[config.mk]
export PLATFORM = sky130hd
export DESIGN_NAME = hpm_top
export DESIGN_NICKNAME = d
export VERILOG_FILES = /design/src/hpm_pkg.sv /design/src/hpm_top.sv
export SDC_FILE = /design/constraint.sdc
export NUM_CORES = 1
export LEC_CHECK = 0
export ABC_AREA = 1
export CORE_ASPECT_RATIO = 0.7
export CORE_UTILIZATION = 60
export CTS_CLUSTER_DIAMETER = 60
export CTS_CLUSTER_SIZE = 8
export DETAILED_ROUTE_END_ITERATION = 7
export DONT_BUFFER_PORTS = 1
export PLACE_DENSITY = 0.76
export SLEW_MARGIN = 20
export SYNTH_ARGS = -nofsm -noshare
export SYNTH_HDL_FRONTEND = slang
export SYNTH_SLANG_ARGS = --single-unit
[constraint.sdc]
create_clock -name i_clock -period 3.6 [get_ports i_clock]
set_clock_uncertainty 0.05 [all_clocks]
set_input_delay 1.08 -clock i_clock [delete_from_list [all_inputs] [get_ports i_clock]]
set_output_delay 1.08 -clock i_clock [all_outputs]
set_load 0.01 [all_outputs]
[src/hpm_pkg.sv]
// package for the host port map, reset and ready block
package hpm_pkg;
    // register offsets within each half; bit 7 of the address picks the channel for the channel window and CCR, and is ignored otherwise
    localparam logic [6:0] OFF_OPT = 7'h60;
    localparam logic [6:0] OFF_OPT2 = 7'h62;
    localparam logic [6:0] OFF_MSTAT = 7'h64;
    localparam logic [6:0] OFF_UNUSED = 7'h66;
    localparam logic [6:0] OFF_BDL = 7'h68;
    localparam logic [6:0] OFF_PTR_LO = 7'h6A;
    localparam logic [6:0] OFF_PTR_MID = 7'h6C;
    localparam logic [6:0] OFF_PTR_HI = 7'h6E;
    localparam logic [6:0] OFF_ZERO_LO = 7'h70;
    localparam logic [6:0] OFF_ZERO_HI = 7'h76;
    localparam logic [6:0] OFF_TSEL = 7'h78;
    localparam logic [6:0] OFF_RTR = 7'h7A;
    localparam logic [6:0] OFF_DATA_PORT = 7'h7C;
    localparam logic [6:0] OFF_AAUX = 7'h7E;
    localparam logic [6:0] OFF_CHAN_REGS = 7'h40;
    localparam logic [6:0] OFF_CCR = 7'h42;
    // option register two fields
    localparam int BIT_AIE = 0;
    localparam int BIT_BIE = 1;
    localparam int BIT_GIE = 2;
    localparam int BIT_AUTOINC = 3;
    localparam int BIT_WAIT_LINE_ENABLE = 4;
    localparam int BIT_NON_WAITABLE_MODE = 5;
    // option register fields
    localparam int BIT_SRAM = 4;
    localparam logic [3:0] RRC_OFF = 4'h0;
    // master status fields
    localparam int BIT_AIRQ = 0;
    localparam int BIT_BIRQ = 1;
    localparam int BIT_BANR = 3;
    localparam int BIT_PRNR = 4;
    // reset/test fields
    localparam int BIT_SOFT_RESET_BIT = 7;
    // channel control: bus master bit
    localparam int BIT_MASTER = 7;
    // reset values
    localparam logic [7:0] RST_OPT = 8'h10;
    localparam logic [7:0] RST_ZERO = 8'h00;
    // synchroniser length before a resource access starts
    localparam int SYNC_CLKS = 3;
    // clock and non-waitable ready delay
    localparam int CLK_NS = 100;
    localparam int NW_RDY_NS = 30;
    localparam int NW_RDY_CLKS = (NW_RDY_NS + CLK_NS - 1) / CLK_NS;
    // refresh queue depth and burst costs
    localparam logic [2:0] REF_QMAX = 3'h4;
    localparam int BYTE_CLKS = 2;
    localparam int RAS_CLKS = 4;
    localparam int FIFO_BYTES = 15;
    // host bus pin group, raw at the port, synchronised inside hpm_top
    typedef struct packed {
        logic ale;
        logic cs_n;
        logic rd_n;
        logic wr_n;
        logic [7:0] ad;
    } hpm_host_t;
    // memory requesters
    typedef enum logic [1:0] {GNT_NONE, GNT_HOST, GNT_CHA, GNT_CHB} hpm_gnt_t;
endpackage

[src/hpm_top.sv]
// host port: address map, interrupts, reset sequencing, ready and arbitration
`timescale 1ns/1ns
module hpm_top (
    input wire logic i_clock,
    input wire logic i_nrst,
    input wire hpm_pkg::hpm_host_t i_host,   // raw host pins
    input wire logic i_cha_mem_req,          // channel A buffer request
    input wire logic i_chb_mem_req,          // channel B buffer request
    input wire logic i_cha_irq_event,        // channel A interrupt condition pulse
    input wire logic i_chb_irq_event,        // channel B interrupt condition pulse
    input wire logic i_refresh_tick,         // refresh period pulse
    input wire logic [7:0] i_mem_rdata,      // buffer read data
    input wire logic i_chan_done,            // channel cycle finished
    input wire logic [7:0] i_chan_rdata,     // channel read data
    output logic [7:0] o_ad,                 // host read data
    output logic o_ad_oe,                    // drive host data bus
    output logic o_rdy_n,                    // ready, low holds host
    output logic o_irq,                      // shared interrupt
    output logic o_cha_cyc,                  // channel A host cycle
    output logic o_chb_cyc,                  // channel B host cycle
    output logic [5:0] o_chan_addr,          // offset within channel window
    output logic o_chan_we,                  // channel cycle direction
    output logic [7:0] o_chan_wdata,         // channel write data
    output logic o_cha_ctl_oe,               // channel A control lines driven
    output logic o_chb_ctl_oe,               // channel B control lines driven
    output hpm_pkg::hpm_gnt_t o_mem_gnt,     // buffer grant
    output logic [19:0] o_mem_addr,          // buffer address
    output logic o_mem_we,                   // buffer write
    output logic [7:0] o_mem_wdata,          // buffer write data
    output logic o_mem_active,               // memory signals enabled
    output logic o_sram_mode,                // static RAM mode
    output logic o_refresh_force             // refresh queue full, burst ends
);
    // two-flop synchroniser on host pins
    hpm_pkg::hpm_host_t s1_q, s2_q, s3_q;
    always_ff @(posedge i_clock) begin
        s1_q <= i_host;
        s2_q <= s1_q;
        s3_q <= s2_q;  // previous value, for edge detection
    end

    // soft reset raised by a host write; combined reset
    logic soft_reset_bit_q;
    logic rst;
    assign rst = !i_nrst || soft_reset_bit_q;

    // latched address, every ALE regardless of chip select
    logic [7:0] addr_q;
    always_ff @(posedge i_clock) begin
        if (!i_nrst) begin
            addr_q <= 8'h00;
        end else if (s2_q.ale) begin
            addr_q <= {s2_q.ad[7:1], 1'b0};
        end
    end

    // decode: bit 7 picks the channel; low seven bits the region
    logic [6:0] off;
    logic sel_chan, sel_creg, sel_data, sel_reg, sel_zero;
    assign off = addr_q[6:0];
    assign sel_chan = off < hpm_pkg::OFF_CHAN_REGS;
    assign sel_creg = !sel_chan && off < hpm_pkg::OFF_OPT;
    assign sel_data = off == hpm_pkg::OFF_DATA_PORT;
    assign sel_reg = off >= hpm_pkg::OFF_OPT && !sel_data;
    assign sel_zero = off >= hpm_pkg::OFF_ZERO_LO && off <= hpm_pkg::OFF_ZERO_HI;

    // strobe starts qualified by chip select; strobe end is not
    logic rd_fall, wr_fall, strobe_on, strobe_end;
    assign rd_fall = !s2_q.cs_n && !s2_q.rd_n && s3_q.rd_n;
    assign wr_fall = !s2_q.cs_n && !s2_q.wr_n && s3_q.wr_n;
    assign strobe_on = rd_fall || wr_fall;
    assign strobe_end = (!s2_q.rd_n || !s2_q.wr_n) && s3_q.rd_n && s3_q.wr_n ? 1'b0 :
        ((s2_q.rd_n && !s3_q.rd_n) || (s2_q.wr_n && !s3_q.wr_n));

    // registers
    logic [7:0] opt_q, opt2_q, tsel_q, aaux_q, bdl_q;
    logic [19:0] ptr_q;
    logic [7:0] cha_ccr_q, chb_ccr_q;
    logic airq_q, birq_q;
    logic reg_wr;
    logic [7:0] wdata;
    assign reg_wr = wr_fall && sel_reg;
    assign wdata = s2_q.ad;

    // soft reset bit, self clearing after one cycle
    always_ff @(posedge i_clock) begin
        if (!i_nrst || soft_reset_bit_q) begin
            soft_reset_bit_q <= 1'b0;
        end else if (reg_wr && off == hpm_pkg::OFF_RTR) begin
            soft_reset_bit_q <= wdata[hpm_pkg::BIT_SOFT_RESET_BIT];
        end
    end

    // plain read/write registers
    always_ff @(posedge i_clock) begin
        if (rst) begin
            opt_q <= hpm_pkg::RST_OPT;
            opt2_q <= hpm_pkg::RST_ZERO;
            tsel_q <= hpm_pkg::RST_ZERO;
            aaux_q <= hpm_pkg::RST_ZERO;
        end else if (reg_wr) begin
            unique case (off)
                hpm_pkg::OFF_OPT: opt_q <= wdata;
                hpm_pkg::OFF_OPT2: opt2_q <= wdata;
                hpm_pkg::OFF_TSEL: tsel_q <= wdata;
                hpm_pkg::OFF_AAUX: aaux_q <= wdata;
                default: ;  // zero slots and others keep nothing
            endcase
        end
    end

    // memory enable after reset, set by an option write
    logic mem_on_q;
    always_ff @(posedge i_clock) begin
        if (rst) begin
            mem_on_q <= 1'b0;
        end else if (reg_wr && off == hpm_pkg::OFF_OPT) begin
            mem_on_q <= 1'b1;
        end
    end

    // channel control registers: tristate until written
    logic cha_on_q, chb_on_q;
    always_ff @(posedge i_clock) begin
        if (rst) begin
            cha_ccr_q <= hpm_pkg::RST_ZERO;
            chb_ccr_q <= hpm_pkg::RST_ZERO;
            cha_on_q <= 1'b0;
            chb_on_q <= 1'b0;
        end else if (wr_fall && sel_creg && off == hpm_pkg::OFF_CCR) begin
            if (addr_q[7]) begin
                chb_ccr_q <= wdata;
                chb_on_q <= 1'b1;
            end else begin
                cha_ccr_q <= wdata;
                cha_on_q <= 1'b1;
            end
        end
    end

    // interrupt conditions: set wins over write-one clear
    logic clr_irq;
    assign clr_irq = reg_wr && off == hpm_pkg::OFF_MSTAT;
    always_ff @(posedge i_clock) begin
        if (rst) begin
            airq_q <= 1'b0;
            birq_q <= 1'b0;
        end else begin
            airq_q <= i_cha_irq_event ||
                (airq_q && !(clr_irq && wdata[hpm_pkg::BIT_AIRQ]));
            birq_q <= i_chb_irq_event ||
                (birq_q && !(clr_irq && wdata[hpm_pkg::BIT_BIRQ]));
        end
    end

    // shared interrupt line, no priority
    always_ff @(posedge i_clock) begin
        if (rst) begin
            o_irq <= 1'b0;
        end else begin
            o_irq <= opt2_q[hpm_pkg::BIT_GIE] &&
                ((airq_q && opt2_q[hpm_pkg::BIT_AIE]) ||
                 (birq_q && opt2_q[hpm_pkg::BIT_BIE]));
        end
    end

    // host access engine: sync delay then arbitration or channel cycle
    typedef enum logic [2:0] {ST_IDLE, ST_SYNC, ST_MEM, ST_CHAN} hpm_st_t;
    hpm_st_t st_q;
    logic [1:0] cnt_q;
    logic acc_we_q, acc_b_q, acc_mem_q;
    logic [5:0] acc_off_q;
    logic busy;
    assign busy = st_q != ST_IDLE;

    // refresh queue, up to four pending
    logic [2:0] refq_q;
    logic ref_force;
    assign ref_force = refq_q == hpm_pkg::REF_QMAX;
    always_ff @(posedge i_clock) begin
        if (rst || !mem_on_q || opt_q[3:0] == hpm_pkg::RRC_OFF) begin
            refq_q <= 3'h0;
        end else if (ref_force) begin
            refq_q <= 3'h0;  // arbitration serves queued refreshes
        end else if (i_refresh_tick) begin
            refq_q <= refq_q + 3'h1;
        end
    end

    // sequencer; memory grant to host first
    logic mem_req_host;
    assign mem_req_host = st_q == ST_MEM;
    always_ff @(posedge i_clock) begin
        if (rst) begin
            st_q <= ST_IDLE;
            cnt_q <= 2'h0;
            acc_we_q <= 1'b0;
            acc_b_q <= 1'b0;
            acc_mem_q <= 1'b0;
            acc_off_q <= 6'h00;
            bdl_q <= hpm_pkg::RST_ZERO;
        end else begin
            unique case (st_q)
                ST_IDLE: begin
                    if (strobe_on && (sel_data || (sel_chan &&
                        (addr_q[7] ? chb_ccr_q[hpm_pkg::BIT_MASTER] :
                         cha_ccr_q[hpm_pkg::BIT_MASTER])))) begin
                        st_q <= ST_SYNC;
                        cnt_q <= 2'h1;
                        acc_we_q <= wr_fall;
                        acc_b_q <= addr_q[7];
                        acc_mem_q <= sel_data;
                        acc_off_q <= off[5:0];
                        if (wr_fall) begin
                            bdl_q <= wdata;
                        end
                    end
                end
                ST_SYNC: begin
                    // access starts the third clock after the strobe
                    if (cnt_q == 2'(hpm_pkg::SYNC_CLKS - 1)) begin
                        st_q <= acc_mem_q ? ST_MEM : ST_CHAN;
                    end else begin
                        cnt_q <= cnt_q + 2'h1;
                    end
                end
                ST_MEM: begin
                    // single cycle, host always granted when memory live
                    if (mem_on_q) begin
                        if (!acc_we_q) begin
                            bdl_q <= i_mem_rdata;
                        end
                        st_q <= ST_IDLE;
                    end
                end
                ST_CHAN: begin
                    if (i_chan_done) begin
                        if (!acc_we_q) begin
                            bdl_q <= i_chan_rdata;
                        end
                        st_q <= ST_IDLE;
                    end
                end
                default: st_q <= ST_IDLE;
            endcase
        end
    end

    // pointer: host loaded, optional increment after each buffer access
    always_ff @(posedge i_clock) begin
        if (rst) begin
            ptr_q <= 20'h00000;
        end else if (reg_wr && off == hpm_pkg::OFF_PTR_LO) begin
            ptr_q[7:0] <= wdata;
        end else if (reg_wr && off == hpm_pkg::OFF_PTR_MID) begin
            ptr_q[15:8] <= wdata;
        end else if (reg_wr && off == hpm_pkg::OFF_PTR_HI) begin
            ptr_q[19:16] <= wdata[3:0];
        end else if (st_q == ST_MEM && mem_on_q && opt2_q[hpm_pkg::BIT_AUTOINC]) begin
            ptr_q <= ptr_q + 20'h00001;
        end
    end

    // memory interface outputs; host over channels
    always_ff @(posedge i_clock) begin
        if (rst) begin
            o_mem_gnt <= hpm_pkg::GNT_NONE;
            o_mem_addr <= 20'h00000;
            o_mem_we <= 1'b0;
            o_mem_wdata <= 8'h00;
            o_refresh_force <= 1'b0;
        end else begin
            o_refresh_force <= ref_force;
            o_mem_addr <= ptr_q;
            o_mem_wdata <= bdl_q;
            o_mem_we <= mem_req_host && mem_on_q && acc_we_q;
            if (!mem_on_q) begin
                o_mem_gnt <= hpm_pkg::GNT_NONE;
            end else if (mem_req_host) begin
                o_mem_gnt <= hpm_pkg::GNT_HOST;
            end else if (i_cha_mem_req && !ref_force) begin
                o_mem_gnt <= hpm_pkg::GNT_CHA;
            end else if (i_chb_mem_req && !ref_force) begin
                o_mem_gnt <= hpm_pkg::GNT_CHB;
            end else begin
                o_mem_gnt <= hpm_pkg::GNT_NONE;
            end
        end
    end

    // channel cycle outputs and control-line enables
    always_ff @(posedge i_clock) begin
        if (rst) begin
            o_cha_cyc <= 1'b0;
            o_chb_cyc <= 1'b0;
            o_chan_addr <= 6'h00;
            o_chan_we <= 1'b0;
            o_chan_wdata <= 8'h00;
            o_cha_ctl_oe <= 1'b0;
            o_chb_ctl_oe <= 1'b0;
            o_mem_active <= 1'b0;
            o_sram_mode <= 1'b1;
        end else begin
            o_cha_cyc <= st_q == ST_CHAN && !acc_b_q;
            o_chb_cyc <= st_q == ST_CHAN && acc_b_q;
            o_chan_addr <= acc_off_q;
            o_chan_we <= acc_we_q;
            o_chan_wdata <= bdl_q;
            o_cha_ctl_oe <= cha_on_q;
            o_chb_ctl_oe <= chb_on_q;
            o_mem_active <= mem_on_q;
            o_sram_mode <= opt_q[hpm_pkg::BIT_SRAM];
        end
    end

    // read mux; registers and data latch answer at once
    logic [7:0] mstat, rdata;
    assign mstat = {3'h0, !mem_on_q, busy, 1'b0, birq_q, airq_q};
    always_comb begin
        rdata = 8'h00;
        if (sel_zero) begin
            rdata = 8'h00;
        end else if (sel_data || sel_chan) begin
            rdata = bdl_q;
        end else begin
            unique case (off)
                hpm_pkg::OFF_OPT: rdata = opt_q;
                hpm_pkg::OFF_OPT2: rdata = opt2_q;
                hpm_pkg::OFF_MSTAT: rdata = mstat;
                hpm_pkg::OFF_BDL: rdata = bdl_q;
                hpm_pkg::OFF_PTR_LO: rdata = ptr_q[7:0];
                hpm_pkg::OFF_PTR_MID: rdata = ptr_q[15:8];
                hpm_pkg::OFF_PTR_HI: rdata = {4'h0, ptr_q[19:16]};
                hpm_pkg::OFF_TSEL: rdata = tsel_q;
                hpm_pkg::OFF_AAUX: rdata = aaux_q;
                hpm_pkg::OFF_CCR: rdata = addr_q[7] ? chb_ccr_q : cha_ccr_q;
                default: rdata = 8'h00;
            endcase
        end
    end

    // host data drive during a qualified read
    always_ff @(posedge i_clock) begin
        if (rst) begin
            o_ad <= 8'h00;
            o_ad_oe <= 1'b0;
        end else begin
            o_ad <= rdata;
            o_ad_oe <= !s2_q.cs_n && !s2_q.rd_n;
        end
    end

    // ready: waitable drops on decode, non-waitable after strobe end
    logic pend_q;
    always_ff @(posedge i_clock) begin
        if (rst) begin
            o_rdy_n <= 1'b1;
            pend_q <= 1'b0;
        end else if (opt2_q[hpm_pkg::BIT_NON_WAITABLE_MODE]) begin
            if (strobe_on && (sel_data || sel_chan)) begin
                pend_q <= 1'b1;
            end else if (!busy) begin
                pend_q <= 1'b0;
            end
            o_rdy_n <= !((pend_q && strobe_end) || (busy && !o_rdy_n)
                || (pend_q && s2_q.rd_n && s2_q.wr_n && busy));
        end else begin
            pend_q <= 1'b0;
            // registers never hold the host
            o_rdy_n <= !(opt2_q[hpm_pkg::BIT_WAIT_LINE_ENABLE] && !s2_q.cs_n &&
                (sel_data || sel_chan) && (busy || strobe_on ||
                 s2_q.rd_n == s2_q.wr_n));
        end
    end

    AST_SOFT_RESET_CLEARS_IRQ: assert property (@(posedge i_clock)
        soft_reset_bit_q |=> !airq_q && !birq_q && !o_irq) else $error("soft reset kept irq");
    AST_SYNC_THREE: assert property (@(posedge i_clock) disable iff (rst)
        $rose(st_q == ST_SYNC) |-> ##1 (st_q == ST_SYNC) ##1 (st_q != ST_SYNC))
        else $error("sync not three clocks");
    AST_IRQ_HOLD: assert property (@(posedge i_clock) disable iff (rst)
        airq_q && !(clr_irq && wdata[hpm_pkg::BIT_AIRQ]) |=> airq_q)
        else $error("irq lost without clear");
    AST_HOST_FIRST: assert property (@(posedge i_clock) disable iff (rst)
        mem_req_host && mem_on_q |=> o_mem_gnt == hpm_pkg::GNT_HOST)
        else $error("host not first");
    AST_MEM_OFF: assert property (@(posedge i_clock) disable iff (rst)
        !mem_on_q |=> o_mem_gnt == hpm_pkg::GNT_NONE) else $error("memory live");
    AST_ZERO_READ: assert property (@(posedge i_clock) disable iff (rst)
        sel_zero |=> o_ad == 8'h00) else $error("zero slot not zero");
    AST_MASK: assert property (@(posedge i_clock) disable iff (rst)
        !opt2_q[hpm_pkg::BIT_GIE] |=> !o_irq) else $error("masked irq");
    AST_CHAN_OE: assert property (@(posedge i_clock) disable iff (rst)
        !cha_on_q |=> !o_cha_ctl_oe) else $error("channel driven early");
endmodule

Word level (Yosys, flattened, before mapping)
Cells that the tools add are included.

operators by class
  $add $sub $neg = 3
  multipliers = 0
  div/mod/pow operators = 0
  order comparisons = 5
  equality and inequality tests = 30
  shift-type cells = 0
  mux-type cells = 33
  bitwise gates (word level) = 5
  reduce and logical (&&, ||, !) cells = 102

operator list
  kind                     number
  $mux W8                  11
  $pmux W8 S10             1
  $eq A6 B6 Y1 const B     12
  $logic_and A1 B1 Y1      45
  $pmux W8 S3              1
  $ne A2 B2 Y1 const B     11
  $add A20 B1 Y20 const B  1
  $mux W20                 1
  $logic_not A1 Y1         16
  $mux W16                 1
  $logic_or A1 B1 Y1       15
  $ge A7 B7 Y1 const B     2
  $lt A7 B7 Y1 const B     2
  $reduce_and A2 Y1        7
  $mux W3                  4
  $pmux W3 S4              1
  $reduce_and A3 Y1        4
  $mux W2                  4
  $reduce_bool A2 Y1       4
  $reduce_or A2 Y1         4
  $le A7 B7 Y1 const B     1
  $mux W1                  7
  $reduce_and A7 Y1        1
  $eq A3 B2 Y1 const B     2
  15 further kinds         20

word-level totals
  register bits after elaboration = 187
  latch bits = 0
  RAM bits = 0
  memory bits (read-only) = 0
  logic and storage cells = 233
  memories kept = 0

Depth between registers and ports, before layout
  depth in word-level cells = 10
  gate-level depth with buffers = 12
  depth with buffers taken out = 11

Least setup slack after synthesis
Ideal clock, no wire load.

  kind = input port to flip-flop
  start = in i_nrst
  end = reg o_ad[0]
  setup time = 64 ps
  arrival = 2065 ps
  required time = 3486 ps
  setup slack = 1421 ps
  stages on the path = 6
  path buffers = 0
  cell sequence = inv_1 > nor2_1 > inv_1 > a31oi_1 > inv_1 > nor2_1

between the ends
  longest elaborated chain between the ends = 3

ends and longest elaborated chain
  item                               line            text
  start, declared                    hpm_top.sv:5    input wire logic i_nrst,
  $logic_not A1 Y1                   hpm_top.sv:45   assign rst = !i_nrst || soft_reset_bit_q;
  $logic_or A1 B1 Y1                 hpm_top.sv:45
  $reduce_or A2 Y1 (no source line)  n/a
  end signal, assigned               hpm_top.sv:348  o_ad <= rdata;
  end, declared                      hpm_top.sv:15   output logic [7:0] o_ad,

Every way passes these cells.
A chain may end at the register's enable or synchronous reset.

Worst setup path in the final report
  start = reg addr_q[5]
  end = reg aaux_q[3]

between the ends
  longest elaborated chain between the ends = 5
  elaborated cells on any way between the ends = 7

ends and longest elaborated chain
  item                                                  line            text
  start, declared                                       hpm_top.sv:48   logic [7:0] addr_q;
  start signal, assigned                                hpm_top.sv:53   addr_q <= {s2_q.ad[7:1], 1'b0};
  branches (longest 4 deep; another with $ge A7 B7 Y1)  n/a
  $reduce_and A2 Y1 (no source line) (*)                n/a
  end signal, assigned                                  hpm_top.sv:100  aaux_q <= hpm_pkg::RST_ZERO;
  end signal, assigned                                  hpm_top.sv:106  hpm_pkg::OFF_AAUX: aaux_q <= wdata;
  end, declared                                         hpm_top.sv:76   logic [7:0] opt_q, opt2_q, tsel_q, aaux_q, bdl_q;

Every way passes the cells marked *.

==> run_summary.xml <==
<?xml version="1.0" encoding="UTF-8"?>
<metrics>
  <group name="timing">
    <metric name="timing.final.setup_violations" unit="">0</metric>
    <metric name="layout_worst_path_cycle_share" unit="">0.677</metric>
    <metric name="worst_case_headroom_to_the_max_slew_limit" unit="">0.402</metric>
    <metric name="fin_tns_setup" unit="ns">0</metric>
    <metric name="max_slew_violation_count" unit="">0</metric>
    <metric name="setup_repair_after_global_routing_missed_its_margin" unit="">no</metric>
    <metric name="report.final.hold_viol_count" unit="">0</metric>
    <metric name="finalWorstSetupSlack" unit="ns">1.16</metric>
    <metric name="final_period_minus_worst_setup_slack" unit="ns">2.44</metric>
    <metric name="timing_worst_slew_pin_value" unit="ns">0.892</metric>
    <metric name="highest_clock_rate" unit="MHz">411</metric>
    <metric name="hold_slack" unit="ns">0.278</metric>
  </group>
  <group name="global_route">
    <metric name="grt_start_max_net_pins" unit="">90</metric>
    <metric name="gr-usage-all-layers" unit="">0.344</metric>
    <metric name="grt_first_pass_wirelength" unit="mm">35.5</metric>
    <metric name="overflow" unit="">0</metric>
    <metric name="antenna_found_initial" unit="">0</metric>
    <metric name="first_global_vias" unit="">6371</metric>
  </group>
  <group name="critical_path">
    <metric name="timing.rr.start" unit="">addr_q[5]$_SDFFE_PN0P_</metric>
    <metric name="crit_required" unit="ns">3.91</metric>
    <metric name="cp_data_arrival_time" unit="ns">2.74</metric>
    <metric name="endpoint_type_of_the_worst_setup_path" unit="">register</metric>
    <metric name="cp-startpoint" unit="">addr_q[5]$_SDFFE_PN0P_</metric>
    <metric name="timing.critical_path.slowest_stage_cell" unit="">nor3_2</metric>
    <metric name="timing_worst_setup_path_type" unit="">reg -&gt; reg</metric>
    <metric name="crit_fanout" unit="">17</metric>
    <metric name="cpPeakStageDelay" unit="ns">0.78</metric>
    <metric name="critPathTopFamily" unit="">simple AND/OR/NAND/NOR gates</metric>
    <metric name="worst-path-buf-inv" unit="">1</metric>
    <metric name="cp_cell_sequence" unit="">nand2_4 -&gt; inv_2 -&gt; nand2_1 -&gt; nor3_2 -&gt; o21ai_0 -&gt; a21oi_1</metric>
    <metric name="timing.reg2reg.setup_slack" unit="ns">1.16</metric>
    <metric name="worst_setup_path_start_kind" unit="">register</metric>
  </group>
  <group name="power">
    <metric name="peakVddDrop" unit="mV">0.331</metric>
    <metric name="power.leakage" unit="nW">3.66</metric>
    <metric name="p_per_area" unit="mW/mm^2">510</metric>
    <metric name="fin_total_pwr" unit="mW">4.33</metric>
  </group>
  <group name="route">
    <metric name="drc" unit="">7</metric>
    <metric name="wl_per_cell" unit="um">17.9</metric>
    <metric name="antenna_left" unit="">0</metric>
    <metric name="vias_per_cell" unit="">5.76</metric>
    <metric name="drt-initial-drc-count" unit="">856</metric>
    <metric name="drt_first_pass_iters" unit="">7</metric>
    <metric name="dr_total_vias" unit="">7221</metric>
    <metric name="totalWireLength" unit="mm">22.4</metric>
  </group>
  <group name="final_layout">
    <metric name="final_cell_count_no_fill" unit="">1254</metric>
    <metric name="layout-drive-gt1-share" unit="">0.0650</metric>
    <metric name="commonest_non_fill_non_tap_cells_in_the_layout" unit="">nand2_1 (251), nor2_1 (186), dfxtp_1 (186)</metric>
    <metric name="reg.largest.list" unit="">o_mem_addr: 20 flops, ptr_q: 20 flops, s1_q: 12 flops</metric>
    <metric name="layout.cells.most_common" unit="">nand2_1</metric>
    <metric name="antenna_cells_inserted" unit="">0</metric>
    <metric name="area_growth_syn_to_layout" unit="%">8.49</metric>
    <metric name="num-nets-final" unit="">1123</metric>
  </group>
  <group name="cts">
    <metric name="cts_resized" unit="">0</metric>
    <metric name="tritoncts" unit="">yes</metric>
    <metric name="cts_inserted_buffers" unit="">17</metric>
    <metric name="setup_bufs_post_cts" unit="">0</metric>
    <metric name="cts_root_buffer" unit="">clkbuf_16</metric>
    <metric name="htree_levels" unit="">4</metric>
    <metric name="clock_latency_reported_for_the_late_side_of_the_worst_skew_pair" unit="ns">0.43</metric>
    <metric name="cts_num_sinks" unit="">186</metric>
    <metric name="cts-hold-fix-buffers" unit="">0</metric>
    <metric name="cts_buffer_depth" unit="">2</metric>
    <metric name="cts.clk_slew.worst_paths" unit="ns">0.07</metric>
  </group>
  <group name="synth">
    <metric name="synth_edf_count" unit="">0</metric>
    <metric name="ys_ff_latch" unit="">186</metric>
    <metric name="synthCells" unit="">1101</metric>
    <metric name="synth-seq-area-share" unit="">0.476</metric>
    <metric name="synthDistinctLibCells" unit="">34</metric>
    <metric name="postSynth.asyncResetShare" unit="">0</metric>
    <metric name="synth_top_area_frac" unit="">0.476</metric>
    <metric name="synth_nets" unit="">1142</metric>
    <metric name="synth_top_flop_cell" unit="">dfxtp_1</metric>
    <metric name="syn-cell-area" unit="sq mm">0.00782</metric>
    <metric name="postSynthAreaPerCell" unit="sq um">7.10</metric>
    <metric name="synthTopCellsByArea" unit="">dfxtp_1 (48%), nand2_1 (12%), nor2_1 (9.0%)</metric>
    <metric name="most_area_hungry_cell_type_in_the_yosys_netlist" unit="">dfxtp_1</metric>
    <metric name="synth-warning-count" unit="">0</metric>
  </group>
  <group name="place">
    <metric name="port-buffer-count" unit="">0</metric>
    <metric name="dp_worst_setup_slack" unit="ns">1.17</metric>
    <metric name="detailed_place_hpwl" unit="mm">15.9</metric>
    <metric name="dp.cells" unit="">1225</metric>
    <metric name="finalWeightedCongestion" unit="">1.01</metric>
  </group>
  <group name="floorplanning">
    <metric name="starting_density" unit="">0.623</metric>
    <metric name="die_width" unit="um">138</metric>
    <metric name="floorplan.die_area" unit="sq mm">0.0135</metric>
    <metric name="io-pin-count" unit="">100</metric>
    <metric name="placement_rows" unit="">34</metric>
    <metric name="floorplan.core_area" unit="sq mm">0.0125</metric>
    <metric name="die-height" unit="um">97.5</metric>
  </group>
  <group name="run_status">
    <metric name="outcome" unit="">finished with violations</metric>
    <metric name="violated_checks" unit="">DRC</metric>
  </group>
  <group name="worst_hold_path">
    <metric name="timing.hold.worst.class" unit="">reg -&gt; reg</metric>
    <metric name="worstHoldStart" unit="">s1_q[9]$_DFF_P_</metric>
  </group>
  <group name="job">
    <metric name="maxCapViolations" unit="">0</metric>
  </group>
</metrics>
==> synth_stat cells (2+ instances only) <==
cell type	n
dfxtp_1	186
nand2_4	3
buf_2	9
clkinv_1	2
buf_4	9
nor2_2	9
inv_1	99
nor2_4	5
nand3b_1	2
nor3_2	4
nand3_1	79
nor2_1	187
o21ai_0	100
ha_1	5
nand3_2	2
clkbuf_1	21
xnor2_1	2
nand2_1	251
nand4_1	13
nor3_1	6
xor2_1	4
or2_2	4
a21oi_1	82
inv_2	7
==> power by group <==
group,total (mW),switching [mW],internal [mW]
sequential,2.13,0.0438,2.08
clock,2.05,0.816,1.24
combinational,0.150,0.116,0.0341
total,4.33,0.976,3.35
==> routing by layer <==
layer	vias to the layer above	GRT usage	wire length, um
met5	-	0	0
li1	3472	-	-
met2	414	0.470	8700
met3	47	0.0931	2570
met4	0	0.0968	406
met1	3288	0.521	10700
==> stage by stage <==
stage / instance area, sq um / util
after floorplan: 7820 / -
after global placement: 7850 / 0.625
after detailed placement: 7850 / 0.625
after CTS: 8490 / 0.676
after global routing: 8490 / 0.676
final: 8490 / 0.676
==> final timing paths <==
check,to,depth (start not counted)
min reg2reg,s2_q[9]$_DFF_P_,0
max,aaux_q[3]$_SDFFE_PP0P_,6
max reg2reg,aaux_q[3]$_SDFFE_PP0P_,6
min,s2_q[9]$_DFF_P_,0
==> worst reg2reg max path, stage by stage (launching register included) <==
cell,delay [ns]
dfxtp_1,0.46
nand2_4,0.18
inv_2,0.30
nand2_1,0.21
nor3_2,0.78
o21ai_0,0.21
a21oi_1,0.17
==> logic make-up (layout without fill, tap and decap cells) <==
kind of cell | count (synthesis) | after routing | synth area share
flip-flops | 186 | 186 | 0.476
AO/OA/AOI/OAI | 186 | 186 | 0.120
adder cells (fa/ha/maj) | 5 | 5 | 0.00800
buffers and inverters | 149 | 140 | 0.0782
AND/OR/NAND/NOR | 568 | 568 | 0.310
other | 1 | 1 | 0.000479
XOR/XNOR | 6 | 6 | 0.00672
==> final cells by class <==
type,instances,area (sq um)
clock buffers,17,425
clock inverters,12,213
fillers,1064,4060
inverters,108,405
multi-input cells,766,3490
flip-flops and latches,186,3720
well taps,162,203
repair buffers,3,22.5
(Power assumes the default switching activity.)
